`src/usb_ep_pkg.sv`:
```
// Constants and types shared by the endpoint responder and its transmit FIFO.
// Assumes one system clock; all token and packet strobes arrive already on it.

package usb_ep_pkg;

    // ****************************************
    // Sizes
    // ****************************************
    localparam int NUM_EP     = 3;
    localparam int BUF_BYTES  = 8;
    localparam int FIFO_WIDTH = 8;
    localparam int FIFO_DEPTH = 16;

    localparam logic [3:0] MAX_PAYLOAD = 4'h8;
    localparam logic [3:0] CRC_BYTES   = 4'h2;
    localparam logic [3:0] ZERO_COUNT  = 4'h0;
    localparam logic [1:0] CTRL_EP     = 2'h0;

    // ****************************************
    // Processor IO map of the endpoint buffers
    // ****************************************
    localparam logic [7:0] IO_BUF_BASE          = 8'h50;
    localparam logic [7:0] IO_BUF_LAST          = 8'h67;
    localparam logic [7:0] ENDPOINT_TWO_BUFFER  = 8'h60;

    // ****************************************
    // Endpoint mode encodings
    // ****************************************
    localparam logic [3:0] MODE_DISABLE      = 4'h0;
    localparam logic [3:0] MODE_NAK_IN_OUT   = 4'h1;
    localparam logic [3:0] MODE_STATUS_OUT   = 4'h2;
    localparam logic [3:0] MODE_STALL_IN_OUT = 4'h3;
    localparam logic [3:0] MODE_STATUS_IN    = 4'h6;
    localparam logic [3:0] MODE_ACK_OUT_SIN  = 4'hB;
    localparam logic [3:0] MODE_ACK_IN_SOUT  = 4'hF;
    localparam logic [3:0] MODE_NAK_OUT      = 4'h8;
    localparam logic [3:0] MODE_ACK_OUT      = 4'h9;
    localparam logic [3:0] MODE_NAK_IN       = 4'hC;
    localparam logic [3:0] MODE_ACK_IN       = 4'hD;

    // ****************************************
    // Token, handshake and phase types
    // ****************************************
    typedef enum logic [1:0] {PID_SETUP, PID_IN, PID_OUT} pid_type;
    typedef enum logic [1:0] {HS_ACK, HS_NAK, HS_STALL} hs_type;
    typedef enum logic [1:0] {ST_IDLE, ST_RX, ST_SEND} phase_type;

endpackage : usb_ep_pkg

```
`src/usb_endpoint_mode_responder.sv`:
```
// Endpoint response logic of the serial interface engine plus its byte FIFO.
// Assumes the token decoder, CRC check and bit-level transmitter sit outside
// on clk_sys and present tokens, bytes and host handshakes as strobes.

`timescale 1ns/1ps
`default_nettype none

// ****************************************
// Transmit byte FIFO
// ****************************************
module usb_byte_fifo #(
    parameter int WIDTH = 8,
    parameter int DEPTH = 16
) (
    // System
    input  wire logic             clk_sys,
    input  wire logic             rst,
    // Fill side
    input  wire logic             in_valid,
    output logic                  in_ready,
    input  wire logic [WIDTH-1:0] in_data,
    // Drain side
    output logic                  out_valid,
    input  wire logic             out_ready,
    output logic [WIDTH-1:0]      out_data
);
    localparam int AW = $clog2(DEPTH);
    localparam logic [AW:0] FULL_FILL = (AW+1)'(DEPTH);

    typedef struct packed {
        logic [DEPTH-1:0][WIDTH-1:0] mem;
        logic [AW-1:0]               rd;
        logic [AW-1:0]               wr;
        logic [AW:0]                 fill;
    } fifo_state_type;

    fifo_state_type s;
    fifo_state_type next_s;
    logic           push;
    logic           pop;

    // Flags come straight from the fill count, so full and empty are exact
    assign in_ready  = s.fill != FULL_FILL;
    assign out_valid = s.fill != '0;
    assign out_data  = s.mem[s.rd];
    assign push      = in_valid & in_ready;
    assign pop       = out_valid & out_ready;

    // Pointers wrap naturally; depth must be a power of two
    always_comb
    begin
        next_s = s;
        if (push)
        begin
            next_s.mem[s.wr] = in_data;
            next_s.wr        = s.wr + 1'b1;
        end
        if (pop)
            next_s.rd = s.rd + 1'b1;
        next_s.fill = s.fill + (AW+1)'(push) - (AW+1)'(pop);
        if (rst)
        begin
            next_s     = '0;
            next_s.mem = s.mem; // Storage needs no reset
        end
    end

    always_ff @(posedge clk_sys)
    begin
        s <= next_s;
    end

endmodule : usb_byte_fifo

// ****************************************
// Endpoint mode responder
// ****************************************
module usb_endpoint_mode_responder
    import usb_ep_pkg::*;
(
    // System
    input  wire logic                    clk_sys,
    input  wire logic                    rst,
    // Processor IO space
    input  wire logic [7:0]              io_addr,
    input  wire logic                    io_wr,
    input  wire logic                    io_rd,
    input  wire logic [7:0]              io_wdata,
    output logic [7:0]                   io_rdata,
    // Endpoint control
    input  wire logic [NUM_EP-1:0]       mode_load,
    input  wire logic [3:0]              mode_value,
    input  wire logic [NUM_EP-1:0]       stall_flag,
    input  wire logic [NUM_EP-1:0][3:0]  tx_count,
    output logic [NUM_EP-1:0][3:0]       endpoint_mode,
    output logic [NUM_EP-1:0][3:0]       rx_count,
    // Tokens and received data
    input  wire logic                    tok_valid,
    input  wire pid_type                 tok_pid,
    input  wire logic [1:0]              tok_ep,
    input  wire logic                    rx_valid,
    input  wire logic [7:0]              rx_data,
    input  wire logic                    rx_end,
    input  wire logic                    rx_crc_ok,
    input  wire logic                    rx_toggle,
    input  wire logic                    host_ack,
    // Handshake and packet start
    output logic                         hs_valid,
    output hs_type                       hs_code,
    output logic                         pkt_start,
    output logic [3:0]                   pkt_len,
    // Transmit byte stream
    output logic                         tx_valid,
    input  wire logic                    tx_ready,
    output logic [7:0]                   tx_data
);

    typedef struct packed {
        phase_type                         phase;
        logic [NUM_EP-1:0][3:0]            mode;
        logic [NUM_EP-1:0][3:0]            rcount;
        logic [NUM_EP*BUF_BYTES-1:0][7:0]  buffer;
        pid_type                           rx_pid;
        logic [1:0]                        cur_ep;
        logic [3:0]                        rx_cnt;
        logic                              rx_over;
        logic                              rx_keep;
        logic [2:0]                        tx_idx;
        logic [3:0]                        tx_len;
        logic                              await_ack;
        logic [1:0]                        ack_ep;
        logic                              hs_valid;
        hs_type                            hs_code;
        logic                              pkt_start;
        logic [3:0]                        pkt_len;
        logic [7:0]                        io_rdata;
    } state_type;

    state_type         s;
    state_type         next_s;
    logic [1:0]        ep_sel;
    logic              ep_ok;
    logic [3:0]        cur_mode;
    logic              cur_stall;
    logic              ctrl;
    logic [3:0]        in_cnt;
    logic [4:0]        io_off;
    logic              io_hit;
    logic              fifo_in_ready;
    logic              do_hs;
    hs_type            resp;
    logic              mode_wr;
    logic [3:0]        new_mode;
    logic              send_pkt;
    logic [3:0]        send_len;
    logic [NUM_EP-1:0] sie_wr;

    // Modes that make a control endpoint take a SETUP
    function automatic logic setup_ok(input logic [3:0] m);
        setup_ok = (m == MODE_NAK_IN_OUT) || (m == MODE_STATUS_OUT) ||
                   (m == MODE_STALL_IN_OUT) || (m == MODE_STATUS_IN) ||
                   (m == MODE_ACK_OUT_SIN) || (m == MODE_ACK_IN_SOUT);
    endfunction : setup_ok

    // ****************************************
    // Endpoint selection and IO decode
    // ****************************************
    assign ep_sel    = (s.phase == ST_IDLE) ? tok_ep : s.cur_ep;
    assign ep_ok     = ep_sel < 2'(NUM_EP);
    assign cur_mode  = ep_ok ? s.mode[ep_sel] : MODE_DISABLE;
    assign cur_stall = ep_ok & stall_flag[ep_sel];
    assign ctrl      = ep_sel == CTRL_EP;
    assign in_cnt    = ep_ok ? tx_count[ep_sel] : ZERO_COUNT;
    assign io_off    = 5'(io_addr - IO_BUF_BASE);
    // Only the IO port reaches the buffers; there is no memory-space path
    assign io_hit    = (io_addr >= IO_BUF_BASE) && (io_addr <= IO_BUF_LAST);

    // ****************************************
    // Next-state logic
    // ****************************************
    always_comb
    begin
        next_s           = s;
        next_s.hs_valid  = 1'b0;
        next_s.pkt_start = 1'b0;
        do_hs            = 1'b0;
        resp             = HS_NAK;
        mode_wr          = 1'b0;
        new_mode         = cur_mode;
        send_pkt         = 1'b0;
        send_len         = ZERO_COUNT;
        sie_wr           = '0;

        // Processor side of the buffers; a same-cycle engine write lands later and wins
        if (io_wr && io_hit)
            next_s.buffer[io_off] = io_wdata;
        if (io_rd)
            next_s.io_rdata = io_hit ? s.buffer[io_off] : 8'h00;

        case (s.phase)
            ST_IDLE:
            begin
                // Host took the last IN data: data endpoint in ACK-IN or ep0 in ACK-IN-SOUT drops back to NAK
                if (host_ack && s.await_ack)
                begin
                    next_s.await_ack = 1'b0;
                    if (s.ack_ep != CTRL_EP && s.mode[s.ack_ep] == MODE_ACK_IN)
                    begin
                        next_s.mode[s.ack_ep] = MODE_NAK_IN;
                        sie_wr[s.ack_ep]      = 1'b1;
                    end
                    else if (s.ack_ep == CTRL_EP && s.mode[CTRL_EP] == MODE_ACK_IN_SOUT)
                    begin
                        next_s.mode[CTRL_EP] = MODE_NAK_IN_OUT;
                        sie_wr[CTRL_EP]      = 1'b1;
                    end
                end
                if (tok_valid && ep_ok)
                begin
                    next_s.cur_ep    = tok_ep;
                    next_s.await_ack = 1'b0;
                    if (tok_pid == PID_IN)
                    begin
                        // Unlisted and reserved modes fall to default: silence
                        if (ctrl)
                            case (cur_mode)
                                MODE_NAK_IN_OUT:   begin do_hs = 1'b1; resp = HS_NAK; end
                                MODE_STATUS_OUT:
                                begin
                                    do_hs    = 1'b1;
                                    resp     = HS_STALL;
                                    mode_wr  = 1'b1;
                                    new_mode = MODE_STALL_IN_OUT;
                                end
                                MODE_STALL_IN_OUT: begin do_hs = 1'b1; resp = HS_STALL; end
                                MODE_STATUS_IN:    send_pkt = 1'b1;
                                MODE_ACK_OUT_SIN:  send_pkt = 1'b1;
                                MODE_ACK_IN_SOUT:
                                begin
                                    send_pkt = 1'b1;
                                    send_len = in_cnt;
                                end
                                default:           do_hs = 1'b0;
                            endcase
                        else
                            case (cur_mode)
                                MODE_NAK_IN:       begin do_hs = 1'b1; resp = HS_NAK; end
                                MODE_ACK_IN:
                                    if (cur_stall)
                                    begin
                                        do_hs = 1'b1;
                                        resp  = HS_STALL;
                                    end
                                    else
                                    begin
                                        send_pkt = 1'b1;
                                        send_len = in_cnt;
                                    end
                                default:           do_hs = 1'b0;
                            endcase
                    end
                    else
                    begin
                        // SETUP or OUT: collect the data packet first
                        next_s.phase   = ST_RX;
                        next_s.rx_pid  = tok_pid;
                        next_s.rx_cnt  = ZERO_COUNT;
                        next_s.rx_over = 1'b0;
                        if (tok_pid == PID_SETUP)
                            next_s.rx_keep = ctrl && setup_ok(cur_mode);
                        else
                            next_s.rx_keep = (ctrl && cur_mode == MODE_ACK_OUT_SIN) ||
                                             (!ctrl && cur_mode == MODE_ACK_OUT && !cur_stall);
                    end
                end
            end
            ST_RX:
            begin
                if (rx_valid)
                begin
                    if (s.rx_cnt == MAX_PAYLOAD)
                        next_s.rx_over = 1'b1;
                    else
                    begin
                        if (s.rx_keep)
                            next_s.buffer[{s.cur_ep, s.rx_cnt[2:0]}] = rx_data;
                        next_s.rx_cnt = s.rx_cnt + 4'h1;
                    end
                end
                if (rx_end)
                begin
                    next_s.phase = ST_IDLE;
                    // Bad CRC or more than eight bytes: no answer at all
                    if (rx_crc_ok && !s.rx_over)
                    begin
                        if (s.rx_pid == PID_SETUP)
                        begin
                            if (ctrl && setup_ok(cur_mode))
                            begin
                                do_hs    = 1'b1;
                                resp     = HS_ACK;
                                mode_wr  = 1'b1;
                                new_mode = MODE_NAK_IN_OUT;
                                next_s.rcount[s.cur_ep] = s.rx_cnt + CRC_BYTES;
                            end
                        end
                        else if (ctrl)
                            case (cur_mode)
                                MODE_NAK_IN_OUT:   begin do_hs = 1'b1; resp = HS_NAK; end
                                MODE_STALL_IN_OUT: begin do_hs = 1'b1; resp = HS_STALL; end
                                MODE_STATUS_IN:    begin do_hs = 1'b1; resp = HS_STALL; end
                                MODE_ACK_OUT_SIN:
                                begin
                                    do_hs = 1'b1;
                                    resp  = HS_ACK;
                                    next_s.rcount[s.cur_ep] = s.rx_cnt + CRC_BYTES;
                                end
                                MODE_STATUS_OUT, MODE_ACK_IN_SOUT:
                                begin
                                    do_hs   = 1'b1;
                                    mode_wr = 1'b1;
                                    if (s.rx_cnt == ZERO_COUNT && rx_toggle)
                                    begin
                                        resp     = HS_ACK;
                                        new_mode = MODE_STATUS_OUT;
                                        next_s.rcount[s.cur_ep] = CRC_BYTES;
                                    end
                                    else
                                    begin
                                        resp     = HS_STALL;
                                        new_mode = MODE_STALL_IN_OUT;
                                    end
                                end
                                default:           do_hs = 1'b0;
                            endcase
                        else
                            case (cur_mode)
                                MODE_NAK_OUT:      begin do_hs = 1'b1; resp = HS_NAK; end
                                MODE_ACK_OUT:
                                begin
                                    do_hs = 1'b1;
                                    if (cur_stall)
                                        resp = HS_STALL;
                                    else
                                    begin
                                        resp     = HS_ACK;
                                        mode_wr  = 1'b1;
                                        new_mode = MODE_NAK_OUT;
                                        next_s.rcount[s.cur_ep] = s.rx_cnt + CRC_BYTES;
                                    end
                                end
                                default:           do_hs = 1'b0;
                            endcase
                    end
                end
            end
            ST_SEND:
            begin
                // FIFO back-pressure holds the byte index here
                if (fifo_in_ready)
                begin
                    next_s.tx_idx = s.tx_idx + 3'h1;
                    if ({1'b0, s.tx_idx} == s.tx_len - 4'h1)
                        next_s.phase = ST_IDLE;
                end
            end
            default: next_s.phase = ST_IDLE;
        endcase

        // Handshake and mode rewrite from the engine
        if (do_hs)
        begin
            next_s.hs_valid = 1'b1;
            next_s.hs_code  = resp;
        end
        if (mode_wr)
        begin
            next_s.mode[ep_sel] = new_mode;
            sie_wr[ep_sel]      = 1'b1;
        end

        // Data packet start; a count above eight is clipped to the buffer size
        if (send_pkt)
        begin
            next_s.pkt_start = 1'b1;
            next_s.pkt_len   = (send_len > MAX_PAYLOAD) ? MAX_PAYLOAD : send_len;
            next_s.tx_len    = next_s.pkt_len;
            next_s.tx_idx    = 3'h0;
            next_s.await_ack = 1'b1;
            next_s.ack_ep    = tok_ep;
            if (next_s.pkt_len != ZERO_COUNT)
                next_s.phase = ST_SEND;
        end

        // Software mode loads lose to an engine rewrite in the same cycle
        for (int i = 0; i < NUM_EP; i++)
        begin
            if (mode_load[i] && !sie_wr[i])
                next_s.mode[i] = mode_value;
        end

        if (rst)
        begin
            next_s        = '0;
            next_s.buffer = s.buffer;
        end
    end

    always_ff @(posedge clk_sys)
    begin
        s <= next_s;
    end

    // ****************************************
    // Transmit FIFO and outputs
    // ****************************************
    usb_byte_fifo #(
        .WIDTH (FIFO_WIDTH),
        .DEPTH (FIFO_DEPTH)
    ) u_tx_fifo (
        .clk_sys   (clk_sys),
        .rst       (rst),
        .in_valid  (s.phase == ST_SEND),
        .in_ready  (fifo_in_ready),
        .in_data   (s.buffer[{s.cur_ep, s.tx_idx}]),
        .out_valid (tx_valid),
        .out_ready (tx_ready),
        .out_data  (tx_data)
    );

    assign io_rdata      = s.io_rdata;
    assign endpoint_mode = s.mode;
    assign rx_count      = s.rcount;
    assign hs_valid      = s.hs_valid;
    assign hs_code       = s.hs_code;
    assign pkt_start     = s.pkt_start;
    assign pkt_len       = s.pkt_len;

endmodule : usb_endpoint_mode_responder

`default_nettype wire

```
`config.mk`:
```
export PLATFORM = sky130hd
export DESIGN_NAME = usb_endpoint_mode_responder
export DESIGN_NICKNAME = d
export VERILOG_FILES = /design/src/usb_ep_pkg.sv /design/src/usb_endpoint_mode_responder.sv
export SDC_FILE = /design/constraint.sdc
export NUM_CORES = 1
export LEC_CHECK = 0
export BUFFER_PORTS_ARGS = -buffer_cell sky130_fd_sc_hd__buf_4
export CAP_MARGIN = 10
export CORE_MARGIN = 5
export CORE_UTILIZATION = 45
export CTS_CLUSTER_SIZE = 14
export DETAILED_ROUTE_END_ITERATION = 16
export SYNTH_ARGS = -nofsm -noshare
export SYNTH_HDL_FRONTEND = slang
export SYNTH_SLANG_ARGS = --single-unit
```
`constraint.sdc`:
```
create_clock -name clk_sys -period 11.8 [get_ports clk_sys]
set_clock_uncertainty 0.2 [all_clocks]
set_input_delay 0 -clock clk_sys [delete_from_list [all_inputs] [get_ports clk_sys]]
set_output_delay 0 -clock clk_sys [all_outputs]
set_load 0.01 [all_outputs]
```
# Word-level counts from Yosys, hierarchy flattened
# Index checks and enable logic that the tools add are counted.
[totals]
ramBits = 0
word_cells = 348
latchBits = 0
mem_count = 0
register_bits = 391
mem_bits_ro = 0
[classes]
n_addsub = 9
div = 0
mul = 0
n_bitwise = 12
n_reduce_logical = 62
n_eq_ne = 27
n_shift = 0
order_cmp = 18
mux = 157
[ops]
columns = ["operator", "count"]
rows = [
  ["$mux 192", 5],
  ["$bwmux 192", 2],
  ["$mux 4", 34],
  ["$bwmux 128", 1],
  ["$mux 12", 9],
  ["$bmux 8 s5", 2],
  ["$demux 8 s5", 2],
  ["$mux 8", 8],
  ["$mux 2", 22],
  ["$mux 1", 41],
  ["$eq 4x4->1 const B", 9],
  ["$bmux 8 s4", 1],
  ["$demux 8 s4", 1],
  ["$bmux 4 s2", 3],
  ["$bwmux 12", 2],
  ["$demux 4 s2", 3],
  ["$pmux 12 s2", 1],
  ["$logic_and 1x1->1", 21],
  ["$lt 5x6->1 const B", 3],
  ["$mux 3", 5],
  ["$add 4x1->4 const B", 3],
  ["$mux 6", 2],
  ["$pmux 2 s3", 2],
  ["$ge 5x1->1 const B", 2],
  ["other kinds (56)", 101],
]

# Longest topological paths before layout
[logic_depth]
ltp_word = 21
depth_mapped = 15

# By module
# Synthesis repeated with hierarchy kept, for this count alone.
[hier_totals]
cells_unflattened = 1897
hier_area_um2 = 22577.9
[by_module_without_submodules]
columns = ["module", "instances", "area_per_inst_um2", "seq_area_each_um2", "cells_each"]
rows = [
  ["usb_endpoint_mode_responder", 1, 16896.2, 6926.6, 1593],
  ["usb_byte_fifo", 1, 5681.7, 4103.9, 304],
]

# Worst setup path after synthesis
# Ideal clock, no wire load.
[synth_path]
path_kind = "input to register"
from = "in rst"
to = "reg s[100] in the netlist's numbering, enable pin"
arrival_time_ns = 5.494
setup_slack_ns = 5.475
cell_stages = 2
setup_ns = 0.631
n_path_buf = 1
path_cell_list = "inv_1 -> clkbuf_1"
[synth_lines]
columns = ["element", "line_no", "source"]
rows = [
  ["start: declaration", "usb_endpoint_mode_responder.sv:83", "input wire logic rst,"],
  ["end signal: assignment", "usb_endpoint_mode_responder.sv:411", "s <= next_s;"],
  ["end: declaration", "usb_endpoint_mode_responder.sv:139", "state_type s;"],
]
# No word-level cell between the ends.

# Worst setup path in the final report
[layout_path]
from = "reg s[32] in the netlist's numbering"
to = "reg s, in the netlist endpoint_mode[9]"
[layout_via]
elab_chain_len = 20
word_cells_on_any_way = 64
classes_between = "order compare: 3; eq/ne: 7; mux: 40; bitwise: 2; reduce/logical: 12"
[layout_rtl]
columns = ["element", "line_no", "source"]
rows = [
  ["$mux 2 *", "usb_endpoint_mode_responder.sv:168", "assign ep_sel = (s.phase == ST_IDLE) ? tok_ep : s.cur_ep;"],
  ["$bmux 4 s2", "usb_endpoint_mode_responder.sv:170", "assign cur_mode = ep_ok ? s.mode[ep_sel] : MODE_DISABLE;"],
  ["$mux 4 (not written as such)", "usb_endpoint_mode_responder.sv:170", ""],
  ["$mux 4", "usb_endpoint_mode_responder.sv:170", ""],
  ["$eq 4x1->1 or $eq 4x2->1 (tied branches)", "usb_endpoint_mode_responder.sv:160, usb_endpoint_mode_responder.sv:226, usb_endpoint_mode_responder.sv:308", ""],
  ["$logic_or 1x1->1 (2 in a row)", "usb_endpoint_mode_responder.sv:160", "setup_ok = (m == MODE_NAK_IN_OUT) || (m == MODE_STATUS_OUT) ||"],
  ["$logic_or 1x1->1 (2 in a row)", "usb_endpoint_mode_responder.sv:161", "(m == MODE_STALL_IN_OUT) || (m == MODE_STATUS_IN) ||"],
  ["$logic_or 1x1->1", "usb_endpoint_mode_responder.sv:162", "(m == MODE_ACK_OUT_SIN) || (m == MODE_ACK_IN_SOUT);"],
  ["(+2 left out)", "-", ""],
  ["$mux 1", "usb_endpoint_mode_responder.sv:296", "if (s.rx_pid == PID_SETUP)"],
  ["$mux 1", "usb_endpoint_mode_responder.sv:294", "if (rx_crc_ok && !s.rx_over)"],
  ["$mux 1", "usb_endpoint_mode_responder.sv:290", "if (rx_end)"],
  ["$pmux 1 s2", "usb_endpoint_mode_responder.sv:200", "case (s.phase)"],
  ["$mux 3", "usb_endpoint_mode_responder.sv:376", "if (mode_wr)"],
  ["$logic_not 1->1", "usb_endpoint_mode_responder.sv:398", "if (mode_load[i] && !sie_wr[i])"],
  ["$logic_and 1x1->1", "usb_endpoint_mode_responder.sv:398", ""],
  ["$mux 4 *", "usb_endpoint_mode_responder.sv:398", ""],
]
# Every way passes the cells marked *; elsewhere a longest branch is shown, timed or not. The select of a mux whose other input is x is not followed.
# A chain may end at the register's enable or synchronous reset.

==> impl_metrics.py <==
metrics = {
    "status": {
        "outcome": "complete, no violations",
    },
    "route": {
        "routedWlPerCell_um": 24.7,
        "drt_iter0_drc": 1452,
        "ant_nets": 0,
        "drc": 0,
        "wl_mm": 64.5,
        "via_count": 15600,
        "via_per_inst": 5.98,
        "dr.pass1.iters": 6,
    },
    "place": {
        "port-buffer-count": 108,
        "place.gp.congestion": 0.897,
        "post_dp_cell_area_um2": 23200,
        "placed_cells": 2458,
        "hpwl_mm": 41.4,
    },
    "timing": {
        "period_minus_slack_ns": 4.62,
        "finalSetupTns_ns": 0,
        "maxSlewHeadroom_pct": 23.9,
        "whs_ns": 0.0719,
        "worst_slew_pin_slew_ns": 1.14,
        "fmax_mhz": 216,
        "fin_crit_sh_pct": 39.2,
        "timing.final.max_slew_violations": 0,
        "grt_setup_unrepaired": "false",
        "hold_viol_final": 0,
        "setup_viol": 0,
    },
    "worst_setup_path": {
        "crit_type": "flop to flop",
        "worstPathArrival_ns": 4.89,
        "critPathSlowestCell": "a21oi_1",
        "crit_buf_inv": 1,
        "cp-end-kind": "flop",
        "cp.required_ns": 12.06,
        "cp_top_family": "compound AO/OA/AOI/OAI gates",
        "worstPathCellList": "nand2b_1 -> o21ai_2 -> a21oi_1 -> nand3_1 -> or3_1 -> a21boi_0 -> o31ai_1 -> dlygate4sd3_1",
        "max_stage_delay_ns": 0.95,
        "crit_fanout": 15,
        "worstSetupStartpointType": "flop",
    },
    "die": {
        "pin_count": 110,
        "row_count": 81,
        "core_um2": 48800,
        "start_util_pct": 45.5,
        "die_x_um": 232,
        "fp.dieH_um": 232,
        "die-area_um2": 53900,
    },
    "synthesis": {
        "synth_xor_area_share_pct": 0.749,
        "synth_mux_area_share_pct": 26.2,
        "avgSynthCellArea_um2": 12.1,
        "synth_compound_area_share_pct": 8.14,
        "synth-simple-area-share_pct": 9.96,
        "synth_edf_count": 320,
        "synth_cell_types": 72,
        "synth_nets": 1921,
        "synth_warnings": 0,
        "synth-async-reset-ratio_pct": 0,
        "synth_seq_cells": 391,
        "yosysSeqAreaShare_pct": 49.7,
        "synth_top_family_by_area": "multiplexers",
        "syn_area_um2": 22200,
        "synthAdderAreaFrac_pct": 1.10,
        "synth_ff_type": "edfxtp_1",
        "netlist_instances": 1841,
    },
    "global_routing": {
        "grtUsageTotal_pct": 23.6,
        "grt_pass1_vias": 15300,
        "grt_start_max_net_pins": 139,
        "antenna_found_initial": 3,
        "grt_remaining_overflow": 0,
        "grt_pass1_wl_mm": 96.6,
    },
    "cells_and_area": {
        "layout-drive-gt1-share_pct": 19.1,
        "final_cell_mix": "320 x edfxtp_1, 239 x mux2i_1, 183 x nor2_1",
        "stdcell_count": 2608,
        "final_core_util_pct": 51.8,
        "diodes": 0,
        "nFillCells": 4275,
        "final_cell_area_um2": 25300,
        "final_common_cell": "edfxtp_1",
        "final_nets": 1994,
        "synthToLayoutAreaGrowth_pct": 13.9,
    },
    "clock_network": {
        "insertion_delay_ns": 0.59,
        "cts_tree": "yes",
        "max-clock-path-buffers": 3,
        "htree_levels": 2,
        "clkTransAtPathRegs_ns": 0.06,
        "cts_root_buf": "clkbuf_16",
        "post-cts-setup-buffers": 0,
        "numCtsBuffers": 44,
        "cts_sinks": 391,
    },
    "power": {
        "intPower_mw": 2.62,
        "p_comb_share_pct": 16.3,
        "p_sw_share_pct": 26.2,
        "p_per_area_nw_per_um2": 140,
        "pwr-share-clk_pct": 38.3,
        "seq_power_share_pct": 45.3,
        "ir_drop_v": 0.0000948,
        "power_switching_uw": 929,
        "leakage_nw": 9.38,
    },
    "job": {
        "cap_viol_max_count": 0,
    },
    "worst_hold_path": {
        "hold_path.class": "input pin to flop",
    },
}
[per-stage QoR]
step,setup WS [ns],power (mW)
5_1_grt,6.92,3.68
2_1_floorplan,5.47,2.02
3_5_place_dp,7.76,2.19
4_1_cts,7.21,3.57
6_report,7.18,3.55
3_3_place_gp,7.74,2.18
[synthesized netlist by cell type (14+ instances only)]
library cell | instances | area, um^2
o21ai_0 | 125 | 626
mux2i_1 | 239 | 2390
inv_1 | 26 | 97.6
ha_1 | 18 | 225
buf_1 | 23 | 86.3
dfxtp_1 | 71 | 1420
clkbuf_1 | 96 | 360
a21oi_1 | 131 | 656
edfxtp_1 | 320 | 9610
nor2_1 | 183 | 687
nand3_1 | 36 | 180
buf_4 | 39 | 293
mux4_2 | 151 | 3400
nor3_1 | 22 | 110
nor2b_1 | 14 | 87.6
nand2_1 | 181 | 679
[metal layers]
layer	global-route usage [%]	vias to the layer above	part of all wire, %	routed length, um
li1	-	7087	-	-
met3	5.59	127	8.5	5510
met4	8.18	6	3.5	2280
met1	32.8	7670	42	27200
met5	0	-	0.090	58
met2	36.7	702	46	29400
[power groups by stage]
stage / Clock [mW] / Sequential, mW / Combinational (mW)
after CTS: 1.38 / 1.61 / 0.578
after global placement: 0 / 1.63 / 0.547
after floorplan: 0 / 1.62 / 0.392
final: 1.36 / 1.61 / 0.580
after global routing: 1.44 / 1.61 / 0.623
after detailed placement: 0 / 1.64 / 0.558
[final cells by class]
| cell class | count | area (um^2) | share of cell area, % |
|---|---|---|---|
| sequential | 391 | 11000 | 43.6 |
| clock inverter | 21 | 209 | 0.826 |
| multi-input combinational | 1255 | 10300 | 40.6 |
| inverter | 26 | 105 | 0.415 |
| clock buffer | 55 | 1190 | 4.72 |
| timing repair buffer | 196 | 1650 | 6.51 |
| tap | 664 | 831 | 3.28 |
[cell families after synthesis]
| logic type | after synthesis |
|---|---|
| XOR/XNOR | 19 |
| AND/OR/NAND/NOR | 499 |
| flip-flops | 391 |
| AO/OA/AOI/OAI | 325 |
| adder cells (fa/ha/maj) | 19 |
| multiplexers | 393 |
| buffers and inverters | 195 |
[timing repair]
action,CTS,global route
gates resized for setup,0,0
hold endpoints to repair,248,0
hold buffers,70,0
[registers in the layout (all words and copies together), names as in the netlist]
register and cells:
endpoint_mode 12, hs_code 2, hs_valid 1, io_rdata 8
pkt_len 4, pkt_start 1, rx_count 12, s 210
u_tx_fifo.s 141
[final timing paths]
kind | startpoint | to | slack, ns | cells past startpoint
worst max-delay path | s[32] | endpoint_mode[9] | 7.18 | 8
worst min-delay path | tok_ep[1] | s[17] | 0.07 | 4
worst max register to register | s[32] | endpoint_mode[9] | 7.18 | 8
worst min register to register | rx_count[9] | rx_count[9] | 0.26 | 2
[tightest hold or removal path: stages]
cell and delay (ns):
dlygate4sd3_1 0.53, buf_4 0.14, mux2i_1 0.07, nor2_1 0.07
Power figures use the tool's default switching activity.
